File: config.mk
export PLATFORM = sky130hd
export DESIGN_NAME = hpsr_port
export DESIGN_NICKNAME = d
export VERILOG_FILES = /design/src/hpsr_pkg.sv /design/src/hpsr_port.sv
export SDC_FILE = /design/constraint.sdc
export NUM_CORES = 1
export LEC_CHECK = 0
export BUFFER_PORTS_ARGS = -buffer_cell sky130_fd_sc_hd__buf_4
export CAP_MARGIN = 40
export CORE_AREA = 2 2 135 98
export CTS_BUF_LIST = sky130_fd_sc_hd__clkbuf_4 sky130_fd_sc_hd__clkbuf_8
export DETAILED_ROUTE_END_ITERATION = 10
export DIE_AREA = 0 0 137 100
export GPL_TIMING_DRIVEN = 0
export HOLD_SLACK_MARGIN = 0.08
export PLACE_DENSITY = 0.81
export SYNTH_ARGS = -nofsm -noshare
export SYNTH_HDL_FRONTEND = slang
export SYNTH_SLANG_ARGS = --single-unit
File: constraint.sdc
create_clock -name clk -period 3 [get_ports clk]
set_clock_uncertainty 0.1 [all_clocks]
set_input_delay 0.15 -clock clk [delete_from_list [all_inputs] [get_ports clk]]
set_output_delay 0.15 -clock clk [all_outputs]
set_load 0.05 [all_outputs]
File: src/hpsr_pkg.sv
// constants for the host port strobe/ready handshake block
// assumes a single 20 MHz clock and synchronous active-high reset
`default_nettype none
package hpsr_pkg;
  // clock and derived counts
  localparam int CLK_PERIOD_NS = 50;
  localparam int DATA_LEAD_NS = 2 * CLK_PERIOD_NS - 4; // data valid before ready low
  localparam int SETTLE_CYC = (DATA_LEAD_NS + CLK_PERIOD_NS - 1) / CLK_PERIOD_NS;
  localparam logic [1:0] SETTLE_CNT = 2'(SETTLE_CYC);
  // widths
  localparam int HW_W = 16;
  localparam int WORD_W = 32;
  // access type encodings
  localparam logic [1:0] ACC_CTRL = 2'h0;
  localparam logic [1:0] ACC_DATA_INC = 2'h1;
  localparam logic [1:0] ACC_ADDR = 2'h2;
  localparam logic [1:0] ACC_DATA = 2'h3;
  // reset values
  localparam logic [31:0] WORD_RST = 32'h0000_0000;
  localparam logic [15:0] HW_RST = 16'h0000;
  // internal completion kinds
  localparam logic OP_WRITE = 1'b0;
  localparam logic OP_READ_INC = 1'b1;
endpackage
`default_nettype wire

File: src/hpsr_port.sv
// host port handshake: strobe forming, select capture, ready sequencing, data bus
// assumes host pins are synchronous to clk and the memory side answers each request
// Function
// RL1: access strobe is not(strobe a xor strobe b) or chip select
// RL2: ready output forced low whenever chip select is high
// RL3: ready driven high at chip select fall while previous operation completes
// RL4: data read first half issues fetch; ready high until data loaded
// RL5: after second half of data write or autoinc read, ready high during completion
// RL6: other accesses keep ready low throughout
// RL7: control and address register accesses never change ready
// RL8: host keeps access strobe low until ready goes low
// RL9: host pulses address strobe at most once per access strobe
// RL10: host holds access strobe low at least four clock periods
// RL11: host keeps access strobe high at least four clock periods between accesses
// RL12: read data valid at least two periods less 4 ns before ready low
// RL13: selects captured at address strobe fall, else at access strobe fall
`default_nettype none
module hpsr_port
  import hpsr_pkg::*;
(
  // clock and reset
  input wire logic clk,
  input wire logic srst,
  // host pins
  input wire logic port_chip_select_n,
  input wire logic data_strobe_a,
  input wire logic data_strobe_b,
  input wire logic addr_strobe_n,
  input wire logic [1:0] access_type_select,
  input wire logic read_write_select,
  input wire logic halfword_select,
  input wire logic [15:0] port_data_bus_in,
  output logic [15:0] port_data_bus_out,
  output logic [15:0] port_data_bus_oe,
  output logic port_ready_n,
  // fetch path to the internal dma engine
  output logic fetch_req,
  input wire logic fetch_done,
  input wire logic [31:0] fetch_data,
  // completion of data writes and autoincrement reads
  output logic op_req,
  output logic op_kind,
  output logic [31:0] op_data,
  input wire logic op_done,
  // control and address register side
  output logic reg_wr,
  output logic [1:0] reg_wr_sel,
  output logic reg_wr_half,
  output logic [15:0] reg_wr_data,
  input wire logic [31:0] ctrl_rd_data,
  input wire logic [31:0] addr_rd_data
);

  logic access_strobe_n;
  logic strobe_prev_r;
  logic has_prev_r;
  logic has_seen_r;
  logic [1:0] has_type_r;
  logic has_rw_r;
  logic has_half_r;
  logic [1:0] cur_type_r;
  logic cur_rd_r;
  logic cur_half_r;
  logic strobe_fall;
  logic strobe_rise;
  logic has_fall;
  logic [1:0] sel_type;
  logic sel_rd;
  logic sel_half;
  logic busy_r;
  logic fetch_pend_r;
  logic [1:0] settle_r;
  logic [31:0] data_r;
  logic [15:0] dout_r;
  logic oe_r;
  logic fetch_start;

  function automatic logic is_data(input logic [1:0] t);
    is_data = (t == ACC_DATA_INC) || (t == ACC_DATA);
  endfunction

  function automatic logic [15:0] half_of(input logic [31:0] w, input logic h);
    half_of = h ? w[31:16] : w[15:0];
  endfunction

  // strobe forming and edge detection
  assign access_strobe_n = ~(data_strobe_a ^ data_strobe_b) | port_chip_select_n; // RL1
  assign strobe_fall = strobe_prev_r & ~access_strobe_n;
  assign strobe_rise = ~strobe_prev_r & access_strobe_n;
  assign has_fall = has_prev_r & ~addr_strobe_n;

  always_ff @(posedge clk) begin
    if (srst) begin
      strobe_prev_r <= 1'b1;
      has_prev_r <= 1'b1;
    end else begin
      strobe_prev_r <= access_strobe_n;
      has_prev_r <= addr_strobe_n;
    end
  end

  // address strobe capture; a second pulse in one access is the host's fault
  always_ff @(posedge clk) begin
    if (srst) begin
      has_seen_r <= 1'b0;
      has_type_r <= ACC_CTRL;
      has_rw_r <= 1'b0;
      has_half_r <= 1'b0;
    end else begin
      if (has_fall) begin // RL13
        has_type_r <= access_type_select;
        has_rw_r <= read_write_select;
        has_half_r <= halfword_select;
      end
      if (has_fall) begin
        has_seen_r <= 1'b1;
      end else if (strobe_rise) begin
        has_seen_r <= 1'b0;
      end
    end
  end

  // selects in effect at the strobe fall, from the address strobe if it was used
  always_comb begin
    if (has_fall) begin
      sel_type = access_type_select;
      sel_rd = read_write_select;
      sel_half = halfword_select;
    end else if (has_seen_r) begin
      sel_type = has_type_r;
      sel_rd = has_rw_r;
      sel_half = has_half_r;
    end else begin
      sel_type = access_type_select;
      sel_rd = read_write_select;
      sel_half = halfword_select;
    end
  end

  always_ff @(posedge clk) begin
    if (srst) begin
      cur_type_r <= ACC_CTRL;
      cur_rd_r <= 1'b0;
      cur_half_r <= 1'b0;
    end else if (strobe_fall) begin // RL13
      cur_type_r <= sel_type;
      cur_rd_r <= sel_rd;
      cur_half_r <= sel_half;
    end
  end

  // first half of a data read must go fetch the word
  assign fetch_start = strobe_fall & sel_rd & ~sel_half & is_data(sel_type);

  always_ff @(posedge clk) begin
    if (srst) begin
      fetch_pend_r <= 1'b0;
      fetch_req <= 1'b0;
    end else begin
      fetch_req <= fetch_start; // RL4
      if (fetch_start) begin
        fetch_pend_r <= 1'b1;
      end else if (fetch_done) begin
        fetch_pend_r <= 1'b0;
      end
    end
  end

  // hold ready after the load so the bus settles before the host samples
  always_ff @(posedge clk) begin
    if (srst) begin
      settle_r <= 2'h0;
    end else if (fetch_pend_r && fetch_done) begin
      settle_r <= SETTLE_CNT; // RL12
    end else if (settle_r != 2'h0) begin
      settle_r <= settle_r - 2'h1;
    end
  end

  // data register: fetched word for reads, assembled halves for writes
  always_ff @(posedge clk) begin
    if (srst) begin
      data_r <= WORD_RST;
    end else if (fetch_pend_r && fetch_done) begin
      data_r <= fetch_data;
    end else if (strobe_rise && !cur_rd_r && is_data(cur_type_r)) begin
      if (cur_half_r) begin
        data_r[31:16] <= port_data_bus_in;
      end else begin
        data_r[15:0] <= port_data_bus_in;
      end
    end
  end

  // completion request after the second half; busy until the memory side answers
  always_ff @(posedge clk) begin
    if (srst) begin
      busy_r <= 1'b0;
      op_req <= 1'b0;
      op_kind <= OP_WRITE;
      op_data <= WORD_RST;
    end else begin
      op_req <= 1'b0;
      if (strobe_rise && cur_half_r && ((!cur_rd_r && is_data(cur_type_r)) ||
          (cur_rd_r && cur_type_r == ACC_DATA_INC))) begin
        busy_r <= 1'b1; // RL5
        op_req <= 1'b1;
        op_kind <= cur_rd_r ? OP_READ_INC : OP_WRITE;
        op_data <= {port_data_bus_in, data_r[15:0]};
      end else if (op_done) begin
        busy_r <= 1'b0;
      end
    end
  end

  // control and address register writes pass straight through
  always_ff @(posedge clk) begin
    if (srst) begin
      reg_wr <= 1'b0;
      reg_wr_sel <= ACC_CTRL;
      reg_wr_half <= 1'b0;
      reg_wr_data <= HW_RST;
    end else begin
      reg_wr <= strobe_rise & ~cur_rd_r & ~is_data(cur_type_r);
      if (strobe_rise) begin
        reg_wr_sel <= cur_type_r;
        reg_wr_half <= cur_half_r;
        reg_wr_data <= port_data_bus_in;
      end
    end
  end

  // read data bus; drives from the clock after the read strobe falls to the clock after it rises
  always_ff @(posedge clk) begin
    if (srst) begin
      dout_r <= HW_RST;
      oe_r <= 1'b0;
    end else begin
      if (strobe_rise || access_strobe_n) begin
        oe_r <= 1'b0;
      end else if (strobe_fall) begin
        oe_r <= sel_rd;
      end
      if (fetch_pend_r && fetch_done) begin
        dout_r <= half_of(fetch_data, cur_half_r);
      end else if (strobe_fall) begin
        unique case (sel_type)
          ACC_CTRL: dout_r <= half_of(ctrl_rd_data, sel_half);
          ACC_ADDR: dout_r <= half_of(addr_rd_data, sel_half);
          ACC_DATA_INC, ACC_DATA: dout_r <= half_of(data_r, sel_half);
        endcase
      end
    end
  end

  assign port_data_bus_out = dout_r;
  assign port_data_bus_oe = {HW_W{oe_r}};

  // ready: gated by chip select, high only for busy, fetch or settle
  assign port_ready_n = ~port_chip_select_n &
    (busy_r | fetch_pend_r | fetch_start | (settle_r != 2'h0)); // RL2 RL3 RL4 RL6 RL7

  a_strobe_form: assert property (@(posedge clk) disable iff (srst) // RL1
    (port_chip_select_n || data_strobe_a == data_strobe_b) |=> !fetch_req && !oe_r)
    else $error("access strobe active without a valid select");
  a_ready_gate: assert property (@(posedge clk) disable iff (srst) // RL2
    port_chip_select_n |-> !port_ready_n)
    else $error("ready high while chip select high");
  a_busy_hold: assert property (@(posedge clk) disable iff (srst) // RL3
    (busy_r && $fell(port_chip_select_n)) |-> port_ready_n)
    else $error("ready low at chip select fall while busy");
  a_fetch_issue: assert property (@(posedge clk) disable iff (srst) // RL4
    fetch_start |=> fetch_req && fetch_pend_r)
    else $error("fetch not issued on data read first half");
  a_fetch_wait: assert property (@(posedge clk) disable iff (srst) // RL4
    (fetch_pend_r && !port_chip_select_n) |-> port_ready_n)
    else $error("ready low before fetched data loaded");
  a_second_busy: assert property (@(posedge clk) disable iff (srst) // RL5
    (op_req && !port_chip_select_n) |-> busy_r && port_ready_n)
    else $error("ready low while completing transfer");
  a_plain_ready: assert property (@(posedge clk) disable iff (srst) // RL6
    (!access_strobe_n && !is_data(cur_type_r) && !busy_r && settle_r == 2'h0 &&
     !fetch_pend_r && !fetch_start) |-> !port_ready_n)
    else $error("ready high on a plain access");
  a_reg_noeffect: assert property (@(posedge clk) disable iff (srst) // RL7
    (reg_wr && !busy_r && !fetch_pend_r && settle_r == 2'h0 && !fetch_start) |->
    !port_ready_n)
    else $error("register write changed ready");
  a_read_settle: assert property (@(posedge clk) disable iff (srst) // RL12
    (fetch_pend_r && fetch_done && !port_chip_select_n && $stable(port_chip_select_n)) |=>
    port_ready_n [*2])
    else $error("ready fell before read data settled");
  a_sel_capture: assert property (@(posedge clk) disable iff (srst) // RL13
    (strobe_fall && !has_seen_r && !has_fall) |=> cur_type_r == $past(access_type_select))
    else $error("selects not captured at strobe fall");

endmodule
`default_nettype wire

# Yosys cells after proc, flatten, opt, wreduce, memory -nomap -nowiden
# Index checks and enable logic that the tools add are counted.
[op_classes]
n_addsub = 1
eq_ne = 6
muxes = 27
bitwise = 22
n_reduce_logical = 26
[op_table]
columns = ["cell", "count"]
rows = [
  ["$mux W16", 8],
  ["$mux W32", 2],
  ["$pmux W16 S3", 1],
  ["$reduce_bool A2 Y1", 8],
  ["$mux W1", 12],
  ["$and A1 B1 Y1", 9],
  ["$mux W2", 4],
  ["$not A1 Y1", 8],
  ["$logic_and A1 B1 Y1", 7],
  ["$eq A2 B2 Y1 const B", 3],
  ["$reduce_or A2 Y1", 3],
  ["$eq A2 B1 Y1 const B", 2],
  ["$logic_or A1 B1 Y1", 4],
  ["$or A1 B1 Y1", 4],
  ["$reduce_and A2 Y1", 2],
  ["$logic_not A2 Y1", 1],
  ["$ne A2 B1 Y1 const B", 1],
  ["$sub A2 B1 Y2 const B", 1],
  ["$logic_not A1 Y1", 1],
  ["$xor A1 B1 Y1", 1],
]
[word_totals]
register_bits = 119
input_bits = 124
output_inout_bits = 88

# Longest topological paths before layout
# Gate-level depths: netlist of the first run.
[logic_depth]
word_depth = 11
ltp_mapped = 8
mapped_depth_nobuf = 5

# Worst setup path before layout of the first run
# No wires, ideal clock.
[synth_path]
path_type = "register -> output"
start = "register has_half_r"
end = "output port_ready_n"
arrival_ps = 2283
required_time_ps = 2750
path_slack_ps = 467
path_stages_with_launch = 6
n_path_buf = 2
cell_sequence = "dfxtp_1 clkbuf_1 clkbuf_1 mux2_2 or4_1 a21oi_1"
[synth_between]
elab_chain_len = 8
[synth_lines]
columns = ["element", "line", "source"]
rows = [
  ["start: declaration", "hpsr_port.sv:60", "logic has_half_r;"],
  ["start signal: assignment", "hpsr_port.sv:113", "has_half_r <= halfword_select;"],
  ["$mux W1", "hpsr_port.sv:129", "end else if (has_seen_r) begin"],
  ["$mux W1", "hpsr_port.sv:125", "if (has_fall) begin"],
  ["$not A1 Y1", "hpsr_port.sv:153", "assign fetch_start = strobe_fall & sel_rd & ~sel_half & is_data(sel_type);"],
  ["$and A1 B1 Y1 (2 in a row)", "hpsr_port.sv:153", ""],
  ["$or A1 B1 Y1 (2 in a row)", "hpsr_port.sv:261", "(busy_r | fetch_pend_r | fetch_start | (settle_r != 2'h0));"],
  ["$and A1 B1 Y1", "hpsr_port.sv:260", "assign port_ready_n = ~port_chip_select_n &"],
  ["end: declaration", "hpsr_port.sv:35", "output logic port_ready_n,"],
]
# No other way between the ends.

# Worst setup path after layout of the first run
[layout_path]
start = "input addr_strobe_n"
end = "output port_ready_n"
[layout_between]
elab_chain_len = 9
[layout_lines]
columns = ["element", "line", "source"]
rows = [
  ["start: declaration", "hpsr_port.sv:28", "input wire logic addr_strobe_n,"],
  ["$not A1 Y1 (*)", "hpsr_port.sv:90", "assign has_fall = has_prev_r & ~addr_strobe_n;"],
  ["$and A1 B1 Y1 (*)", "hpsr_port.sv:90", ""],
  ["$mux W1 or $mux W2 (tied branches)", "hpsr_port.sv:125", ""],
  ["$and A1 B1 Y1 (tied with other cells)", "hpsr_port.sv:153", ""],
  ["$and A1 B1 Y1 or $logic_or A1 B1 Y1 (tied branches)", "hpsr_port.sv:153, hpsr_port.sv:79", ""],
  ["$and A1 B1 Y1 (*)", "hpsr_port.sv:153", ""],
  ["$or A1 B1 Y1 (*) (2 in a row)", "hpsr_port.sv:261", ""],
  ["$and A1 B1 Y1 (*)", "hpsr_port.sv:260", ""],
]
# Every way passes the cells marked *; elsewhere a longest branch is shown, timed or not.

==> results of run 1 <==
## layer usage
layer	global-route usage [%]	routed length (um)	vias to the layer above
li1	-	-	3551
met4	11.10	598	0
met1	49.13	10290	3668
met2	56.03	11040	493
met3	8.030	2714	84
met5	0	0	-
## worst min-delay path: stages
cell and delay, ns:
clkbuf_1 0.26, inv_1 0.12, nand3_1 0.10
## placed cells by master, fill, tap and decap left out, drive strengths merged, types with 2 or more instances in the layout
master       synthesis  final
clkinvlp             0      5
a31oi               16     16
nand3               18     18
a21oi               78     78
nor2                74     74
clkinv               0      4
nor4b                2      2
dlygate4sd3          0     56
dfxtp              119    119
a211oi               3      3
o31a                16     16
nor3                36     36
inv                  2      3
nor2b               33     33
clkbuf              61     82
nand3b              16     16
mux4                16     16
o21ai               17     17
and3                18     18
buf                 35    244
a2111oi             48     48
mux2i               33     33
nand2              149    149
nor4                18     18
nand2b               3      3
and2                18     18
## state kept, by name, indices dropped and copies added (netlist names), 2 cells and up
signal / cells
has_type_r: 2
port_data_bus_out: 16
reg_wr_sel: 2
settle_r: 2
op_data: 32
data_r: 32
cur_type_r: 2
reg_wr_data: 16
## timing repair
item | 4_1_cts | 5_1_grt
gates resized for setup | 0 | 4
hold endpoints to repair | 74 | 0
setup endpoints to repair | 0 | 1
hold buffers | 56 | 0
## power by group
group	total (mW)	switching [mW]	internal (mW)
sequential	1.65	0.0356	1.62
combinational	0.817	0.459	0.358
clock	1.39	0.678	0.715
total	3.86	1.17	2.69
## synth_stat cells (all sizes together)
| library cell | instances | share of area, % |
|---|---|---|
| xor2 | 1 | 0.13 |
| dfxtp | 119 | 36 |
| nand3b | 16 | 1.8 |
| nand2 | 149 | 8.4 |
| a31oi | 16 | 1.5 |
| inv | 2 | 0.11 |
| mux2i | 33 | 4.9 |
| o31a | 16 | 2.1 |
| a2111oi | 48 | 7.6 |
| a311oi | 1 | 0.13 |
| mux4 | 16 | 5.4 |
| a211o | 1 | 0.13 |
| clkbuf | 61 | 3.4 |
| nor3 | 36 | 2.9 |
| buf | 35 | 3.4 |
| or4 | 1 | 0.11 |
| nor4 | 18 | 1.7 |
| a211oi | 3 | 0.41 |
| and3 | 18 | 1.7 |
| a21boi | 1 | 0.11 |
| nor4b | 2 | 0.49 |
| a21oi | 78 | 5.8 |
| nand3 | 18 | 1.3 |
| or2 | 1 | 0.093 |
| o21ai | 17 | 1.3 |
| nand2b | 3 | 0.32 |
| mux2 | 1 | 0.17 |
| a21o | 1 | 0.11 |
| nor2b | 33 | 3.1 |
| or3 | 1 | 0.093 |
| and2 | 18 | 1.7 |
| nor2 | 74 | 4.1 |
## worst paths after layout
check | startpoint | to | slack, ns | cells after the start
worst max-delay path | addr_strobe_n | port_ready_n | 0.12 | 8
worst min-delay path | srst | strobe_prev_r$_SDFF_PP1_ | 0.16 | 3
worst max register to register | has_type_r[1]$_SDFFE_PP0P_ | port_data_bus_out[14]$_SDFFE_PP0P_ | 0.57 | 6
worst min register to register | has_type_r[0]$_SDFFE_PP0P_ | has_type_r[0]$_SDFFE_PP0P_ | 0.35 | 2
## cells by family after synthesis
kind of cell	count (synthesis)	synth area share [%]
XOR/XNOR	1	0.1308
flip-flops	119	35.58
AND/OR/NAND/NOR	388	27.73
buffers and inverters	98	6.913
multiplexers	50	10.48
AO/OA/AOI/OAI	182	19.17
## cell type report
| cell class | instances | area share (%) |
|---|---|---|
| multi-input combinational | 621 | 40.98 |
| tap | 166 | 2.205 |
| inverter | 2 | 0.07968 |
| clock buffer | 21 | 2.935 |
| clock inverter | 11 | 1.062 |
| timing repair buffer | 265 | 22.60 |
| buffer | 96 | 4.847 |
| sequential | 119 | 25.29 |
## through the flow
stage	utilization, %	hold WS, ns
finish	74.70	0.1590
global route	74.70	0.2017
CTS	74.61	0.1288
detailed placement	67.18	0.2618
global placement	67.18	0.2558
floorplan	-	0.1566
==> out/metrics.yaml, run 1 <==
placed_design:
  dpl_worst_slack_ns: 0.5626
  placed_area_sq_um: 8473
  globalplace.congestion: 0.9426
  dp_hpwl_um: 17970
  io_buffers: 209
  placedCellCount: 1213
worst_hold_path:
  hold_path.class: "in -> reg"
route:
  drc: 0
  wirelength_um: 24640
  via_per_inst: 5.992
  drtIter0Drc: 725
  wl_per_cell_um: 18.94
  vias: 7796
  ant_nets: 0
  drt-pass1-iter-count: 5
cells_and_area:
  multi_input_area_sq_um: 3861
  final_cells: 1301
  fill_cells: 956
  fin_nets: 1246
  insertedDiodeCount: 0
  drive_gt1_share_pct: 27.58
  fin_area_sq_um: 9422
  area.sequential_sq_um: 2382
  syn2layout_area_growth_pct: 40.70
synth:
  syn-instance-count: 838
  ys_ff_latch: 119
  ys_seq_area_share_pct: 35.58
  ys_warn_count: 0
  synth_cell_types: 42
  avgSynthCellArea_sq_um: 7.991
  synthesis.area_sq_um: 6696
  synth_nets: 962
floorplan:
  die_width_um: 137
  core_sq_um: 12610
  ios: 212
  die_area_sq_um: 13700
  initial_core_util_pct: 53.10
  rows: 35
  die_h_um: 100
critical_path:
  cp-start-kind: "primary input"
  crit_type: "in -> out"
  crit_chain: "dlygate4sd3_1, buf_4, nand2b_2, nand2_2, mux2_2, or4_1, a21oi_1, buf_4"
  path_delay_family: "simple AND/OR/NAND/NOR gates"
  crit_slowest_cell: "or4_1"
  crit_buf_inv: 3
  cp.required_ns: 2.75
  arrival_ns: 2.63
  path_common_cell: "buf_4"
  critical_path.max_fanout: 8
  critPathMaxStageDelay_ns: 0.58
  endpoint_kind: "output pin"
sta:
  drv_slew: 0
  fin_setup_tns_ns: 0
  hold_viol: 0
  setup_viol_count_final: 0
  max_freq_mhz: 347.1
  period_needed_ns: 2.881
  worstMarginPinSlew_ns: 0.8056
  fin_crit_sh_pct: 96.03
  rsz0062_at_grt: "no"
  relSlewSlack_pct: 46.29
  final.setup.worst_slack_ns: 0.1190
clock_tree:
  cts_tree: "yes"
  path_clk_slew_ns: 0.07
  cts_buffers: 17
  clockBufferDepth: 2
  cts_root_buf: "clkbuf_8"
  cts_sinks: 119
  cts_setup_buffers: 0
  clock_latency_ns: 0.44
  cts-htree-levels: 4
grt:
  overflow: 0
  antenna_found_initial: 0
  grt_pass1_wl_um: 38250
  globalRouteTotalUtil_pct: 35.70
  grt_max_degree: 18
  grt_pass1_vias: 7613
power:
  pwr_density_cell_nw_per_um2: 410.1
  power_mw: 3.864
  leakage_nw: 3.767
  vdd_drop_max_mv: 0.2989
run_status:
  run_status: "complete, no violations"
job:
  maxCapViolCount: 0
No activity file was read; power rests on OpenSTA's default activity.
==> run 2, diff against run 1 <==
Settings changed: ABC_AREA set to 1, CORE_AREA 2 2 135 98 to 2 2 129 93, DIE_AREA 0 0 137 100 to 0 0 131 95, PLACE_DENSITY 0.81 to 0.83.
==> out/metrics.yaml, run 2 <==
critical_path:
  crit_type: "in -> out"
  cp-start-kind: "primary input"
  crit_cells: 10
  timing.rr.start: "fetch_pend_r$_SDFFE_PP0P_"
  reg2reg_slack_ns: 0.53
  cp.required_ns: 2.75
  crit_chain: "dlygate4sd3_1, buf_4, nand3b_1, dlygate4sd3_1, inv_1, nand2_1, nor2_1, nand4_1, a21oi_1, buf_4"
  path_delay_family: "buffers and inverters"
  crit_buf_inv: 5
  r2r_end: "port_data_bus_out[7]$_SDFFE_PP0P_"
  arrival_ns: 2.69
  worstRegToRegCells: 8
  critPathMaxStageDelay_ns: 0.60
  critical_path.max_fanout: 8
  endpoint_kind: "output pin"
  crit_slowest_cell: "dlygate4sd3_1"
sta:
  max_freq_mhz: 339.9
  fin_crit_sh_pct: 98.06
  relSlewSlack_pct: 56.37
  fin_setup_tns_ns: 0
  hold_viol: 0
  drv_slew: 0
  period_needed_ns: 2.942
  setup_viol_count_final: 0
  worstMarginPinSlew_ns: 0.6544
job:
  maxCapViolCount: 0
route:
  ant_nets: 0
  drtIter0Drc: 709
  wl_per_cell_um: 15.28
  drc: 0
  via_per_inst: 5.300
  wirelength_um: 21110
  drt-pass1-iter-count: 5
  vias: 7325
grt:
  overflow: 0
  grt_max_degree: 18
  grt_pass1_wl_um: 31880
  grt_pass1_vias: 6625
  antenna_found_initial: 1
  globalRouteTotalUtil_pct: 33.04
power:
  pwr_density_cell_nw_per_um2: 451.9
  vdd_drop_max_mv: 0.2711
  power_mw: 3.976
  leakage_nw: 4.246
clock_tree:
  path_clk_slew_ns: 0.06
  cts_buffers: 17
  clock_latency_ns: 0.44
  cts_sinks: 119
  cts_root_buf: "clkbuf_8"
  clockBufferDepth: 2
  cts_tree: "yes"
  cts-htree-levels: 4
worst_hold_path:
  hold_start: "addr_rd_data[22]"
  hold_depth: 7
  min_to: "port_data_bus_out[6]$_SDFFE_PP0P_"
  hold_path.class: "in -> reg"
floorplan:
  die_h_um: 95
  ios: 212
  rows: 33
  die_area_sq_um: 12450
  core_sq_um: 11350
  initial_core_util_pct: 53.18
  die_width_um: 131
cells_and_area:
  insertedDiodeCount: 0
  syn2layout_area_growth_pct: 45.69
  layout_common_cells: "230 x buf_4, 187 x nand2_1, 128 x a21oi_1, 119 x inv_1, 119 x dfxtp_1"
  fin_nets: 1336
  reg.largest.list: "data_r: 32 flops, op_data: 32 flops"
  drive_gt1_share_pct: 23.76
  layout_commonest_cell: "buf_4"
synth:
  synth_area_leader_cell: "dfxtp_1"
  ys_seq_area_share_pct: 39.45
  ys_top_cells_by_count: "188 x nand2_1, 128 x a21oi_1, 119 x dfxtp_1, 119 x inv_1, 115 x o21ai_0"
  ys_warn_count: 0
  avgSynthCellArea_sq_um: 6.528
  synth_nets: 1049
  async_flop_share_pct: 0
  synth_top_area_share_pct: 39.45
  yosysMostFrequentCell: "nand2_1"
  synth_flop_cell: "dfxtp_1"
  ys_ff_latch: 119
  synth.area.top_cells: "dfxtp_1 39%, nand2_1 12%, a21oi_1 11%"
  syn-instance-count: 925
  synthesis.area_sq_um: 6038
  synth_cell_types: 20
  synth_edf_count: 0
run_status:
  run_status: "complete, no violations"
placed_design:
  globalplace.congestion: 0.9295
  io_buffers: 210
  dp_hpwl_um: 15570
## run 2: cell count changes after synthesis, moves of 34 or more
cell,before,now
inv_1,2,119
o21ai_0,16,115
nand3_1,18,69
a21oi_1,78,128
nand2_1,149,188
nor3_1,35,0
a2111oi_0,34,0
## run 2: how the worst max path moves through the flow
stage	start	endpoint	slack (ns)
CTS	port_chip_select_n	port_data_bus_out[7]$_SDFFE_PP0P_	0.05
finish	port_chip_select_n	port_ready_n	0.06
global placement	has_seen_r$_SDFFE_PP0P_	port_ready_n	1.02
detailed placement	has_seen_r$_SDFFE_PP0P_	port_ready_n	1.01
global route	port_chip_select_n	port_ready_n	-0.002
floorplan	has_prev_r$_SDFF_PP1_	port_ready_n	0.84
## run 2: worst register-to-register path, stage by stage, from the launching register on
cell	delay, ns
dfxtp_1	0.35
nand2_1	0.27
inv_1	0.25
clkbuf_1	0.37
o21ai_0	0.15
a21oi_1	0.16
nor2_1	0.07
a21oi_1	0.14
dlygate4sd3_1	0.56
## run 2: through the flow
stage | util (%) | hold WS [ns] | instance area, sq um | instances | setup slack, ns
floorplan | - | 0.1466 | 6038 | 925 | 0.8410
global placement | 68.79 | 0.2363 | 7811 | 1292 | 1.020
detailed placement | 68.79 | 0.2405 | 7811 | 1292 | 1.006
global route | 77.48 | 0.1208 | 8797 | 1382 | -0.002462
CTS | 77.40 | 0.08163 | 8788 | 1382 | 0.05337
finish | 77.48 | 0.08224 | 8797 | 1382 | 0.05826
## run 2: cell families after synthesis
logic type	count (synthesis)	synth area share, %
buffers and inverters	196	14.15
DFF	119	39.45
AOI/OAI and AO/OA	249	20.68
and+or+nand+nor	361	25.71
## run 2: repair_timing
| item | in CTS | in global routing |
|---|---|---|
| gates resized for setup | 0 | 4 |
| hold endpoints to repair | 75 | 0 |
| setup buffers | 0 | 0 |
| hold buffers | 58 | 0 |
| endpoints found under the setup margin | 0 | 1 |
## run 2: power breakdown
group / total, mW / switching [mW] / internal (mW) / leakage (nW)
registers: 1.66 / 0.0322 / 1.63 / 0.966
logic: 0.841 / 0.499 / 0.342 / 3.08
clock network: 1.47 / 0.649 / 0.823 / 0.200
total: 3.98 / 1.18 / 2.80 / 4.25
## run 2: cell type report
type / count / area [sq um]
tap: 157 / 196.4
clock buffer: 24 / 299.0
clock inverter: 8 / 97.59
timing repair buffer: 268 / 2157
sequential: 119 / 2382
buffer: 77 / 409.1
fill: 875 / 2557
multi-input combinational: 610 / 2809
inverter: 119 / 446.7
## run 2: layer usage
metal / GRT usage (%) / share of wire [%] / up-vias
li1: - / - / 3527
met1: 43.55 / 43 / 3380
met2: 52.68 / 45 / 367
met3: 7.989 / 9.9 / 51
met4: 12.23 / 2.3 / 0
met5: 0 / 0 / -
==> run 3, diff against run 2 <==
Settings changed: CORE_AREA 2 2 129 93 to 2 2 132 96, DIE_AREA 0 0 131 95 to 0 0 134 98, PLACE_DENSITY 0.83 to 0.78.
==> out/metrics.yaml, run 3 (synthesis results as in run 2) <==
run_status:
  run_status: "complete, no violations"
route:
  wl_met1_um: 9332
  wl_per_cell_um: 15.28
  dr_wl_met2_um: 9504
  vias: 7224
  via_per_inst: 5.212
  drt-pass1-iter-count: 5
  met3WireLength_um: 1789
  drtIter0Drc: 552
  ant_nets: 0
  top_layer: "met4"
  drc: 0
  wirelength_um: 21170
clock_tree:
  cts_resized: 0
  clock_latency_ns: 0.43
  cts_setup_buffers: 0
  cts_tree: "yes"
  clockBufferDepth: 2
  cts_root_buf: "clkbuf_8"
  cts.hold.buffers_added: 57
  cts_buffers: 17
  path_clk_slew_ns: 0.07
  cts-htree-levels: 4
  cts_sinks: 119
critical_path:
  crit_type: "in -> out"
  crit_buf_inv: 5
  path_delay_family: "buffers and inverters"
  cp.required_ns: 2.75
  critPathMaxStageDelay_ns: 0.59
  endpoint_kind: "output pin"
  crit_chain: "dlygate4sd3_1, buf_4, nand3b_1, dlygate4sd3_1, inv_1, nand2_1, nor2_1, nand4_1, a21oi_1, buf_4"
  arrival_ns: 2.61
  crit_slowest_cell: "dlygate4sd3_1"
  cp-start-kind: "primary input"
  critical_path.max_fanout: 8
sta:
  hold_viol: 0
  setup_viol_count_final: 0
  fin_setup_tns_ns: 0
  rsz0062_at_grt: "no"
  worstMarginPinSlew_ns: 0.6283
  period_needed_ns: 2.858
  drv_slew: 0
  relSlewSlack_pct: 58.11
  final.setup.worst_slack_ns: 0.1419
  max_freq_mhz: 349.9
  fin_crit_sh_pct: 95.27
floorplan:
  rows: 34
  die_h_um: 98
  ios: 212
  die_area_sq_um: 13130
  initial_core_util_pct: 50.51
  core_sq_um: 11950
  die_width_um: 134
cells_and_area:
  fin_nets: 1335
  final_cells: 1386
  layout_commonest_cell: "buf_4"
  area.sequential_sq_um: 2382
  insertedDiodeCount: 0
  reg.largest.list: "data_r: 32 flops, op_data: 32 flops"
  layout_common_cells: "230 x buf_4, 188 x nand2_1, 128 x a21oi_1, 119 x inv_1, 119 x dfxtp_1"
  multi_input_area_sq_um: 2801
  fill_cells: 1005
  syn2layout_area_growth_pct: 45.77
  drive_gt1_share_pct: 23.61
grt:
  grt_pass1_wl_um: 33310
  overflow: 0
  grt_max_degree: 18
  antenna_found_initial: 0
  grt_pass1_vias: 6886
  globalRouteTotalUtil_pct: 31.91
placed_design:
  io_buffers: 210
  dpl_worst_slack_ns: 1.004
  globalplace.congestion: 0.9754
  placedCellCount: 1297
  dp_hpwl_um: 15590
power:
  leakage_nw: 4.244
  vdd_drop_max_mv: 0.3043
  pwr_density_cell_nw_per_um2: 458.8
  power_mw: 4.039
worst_hold_path:
  hold_path.class: "in -> reg"
job:
  maxCapViolCount: 0
## run 3: through the flow
stage	cell area, sq um	hold slack, ns	utilization (%)
4_1_cts	8802	0.08159	73.63
3_3_place_gp	7818	0.2368	65.40
6_report	8802	0.08684	73.63
3_5_place_dp	7818	0.2406	65.40
5_1_grt	8802	0.1113	73.63
2_1_floorplan	6038	0.1466	-
## run 3: power by group
part	total [mW]	internal, mW	switching [mW]	leakage (nW)
combinational	0.833	0.338	0.494	3.07
sequential	1.66	1.63	0.0323	0.966
clock	1.54	0.861	0.683	0.210
total	4.04	2.83	1.21	4.24
## run 3: tightest hold or removal path: cells and delay by family
family / cells / cell delay (ns)
AOI/OAI and AO/OA: 1 / 0.05
buffers and inverters: 1 / 0.10
and+or+nand+nor: 5 / 0.26
## run 3: cell type report
cell class | instances | area share (%)
clock inverter | 12 | 1.720
inverter | 119 | 5.075
clock buffer | 20 | 2.985
buffer | 77 | 4.634
timing repair buffer | 267 | 24.39
multi-input combinational | 610 | 31.83
tap | 162 | 2.303
sequential | 119 | 27.06
## run 3: worst paths after layout
path / startpoint / end / slack, ns / cells past startpoint
min: addr_rd_data[16] / port_data_bus_out[0]$_SDFFE_PP0P_ / 0.09 / 7
max reg2reg: has_seen_r$_SDFFE_PP0P_ / port_data_bus_out[12]$_SDFFE_PP0P_ / 0.64 / 10
min reg2reg: op_kind$_SDFFE_PP0P_ / op_kind$_SDFFE_PP0P_ / 0.34 / 2
max: port_chip_select_n / port_ready_n / 0.14 / 10
## run 3: routing by layer
layer,vias to the layer above,GRT usage [%]
li1,3528,-
met1,3308,41.83
met2,336,51.01
met3,52,7.944
met4,0,12.03
met5,-,0
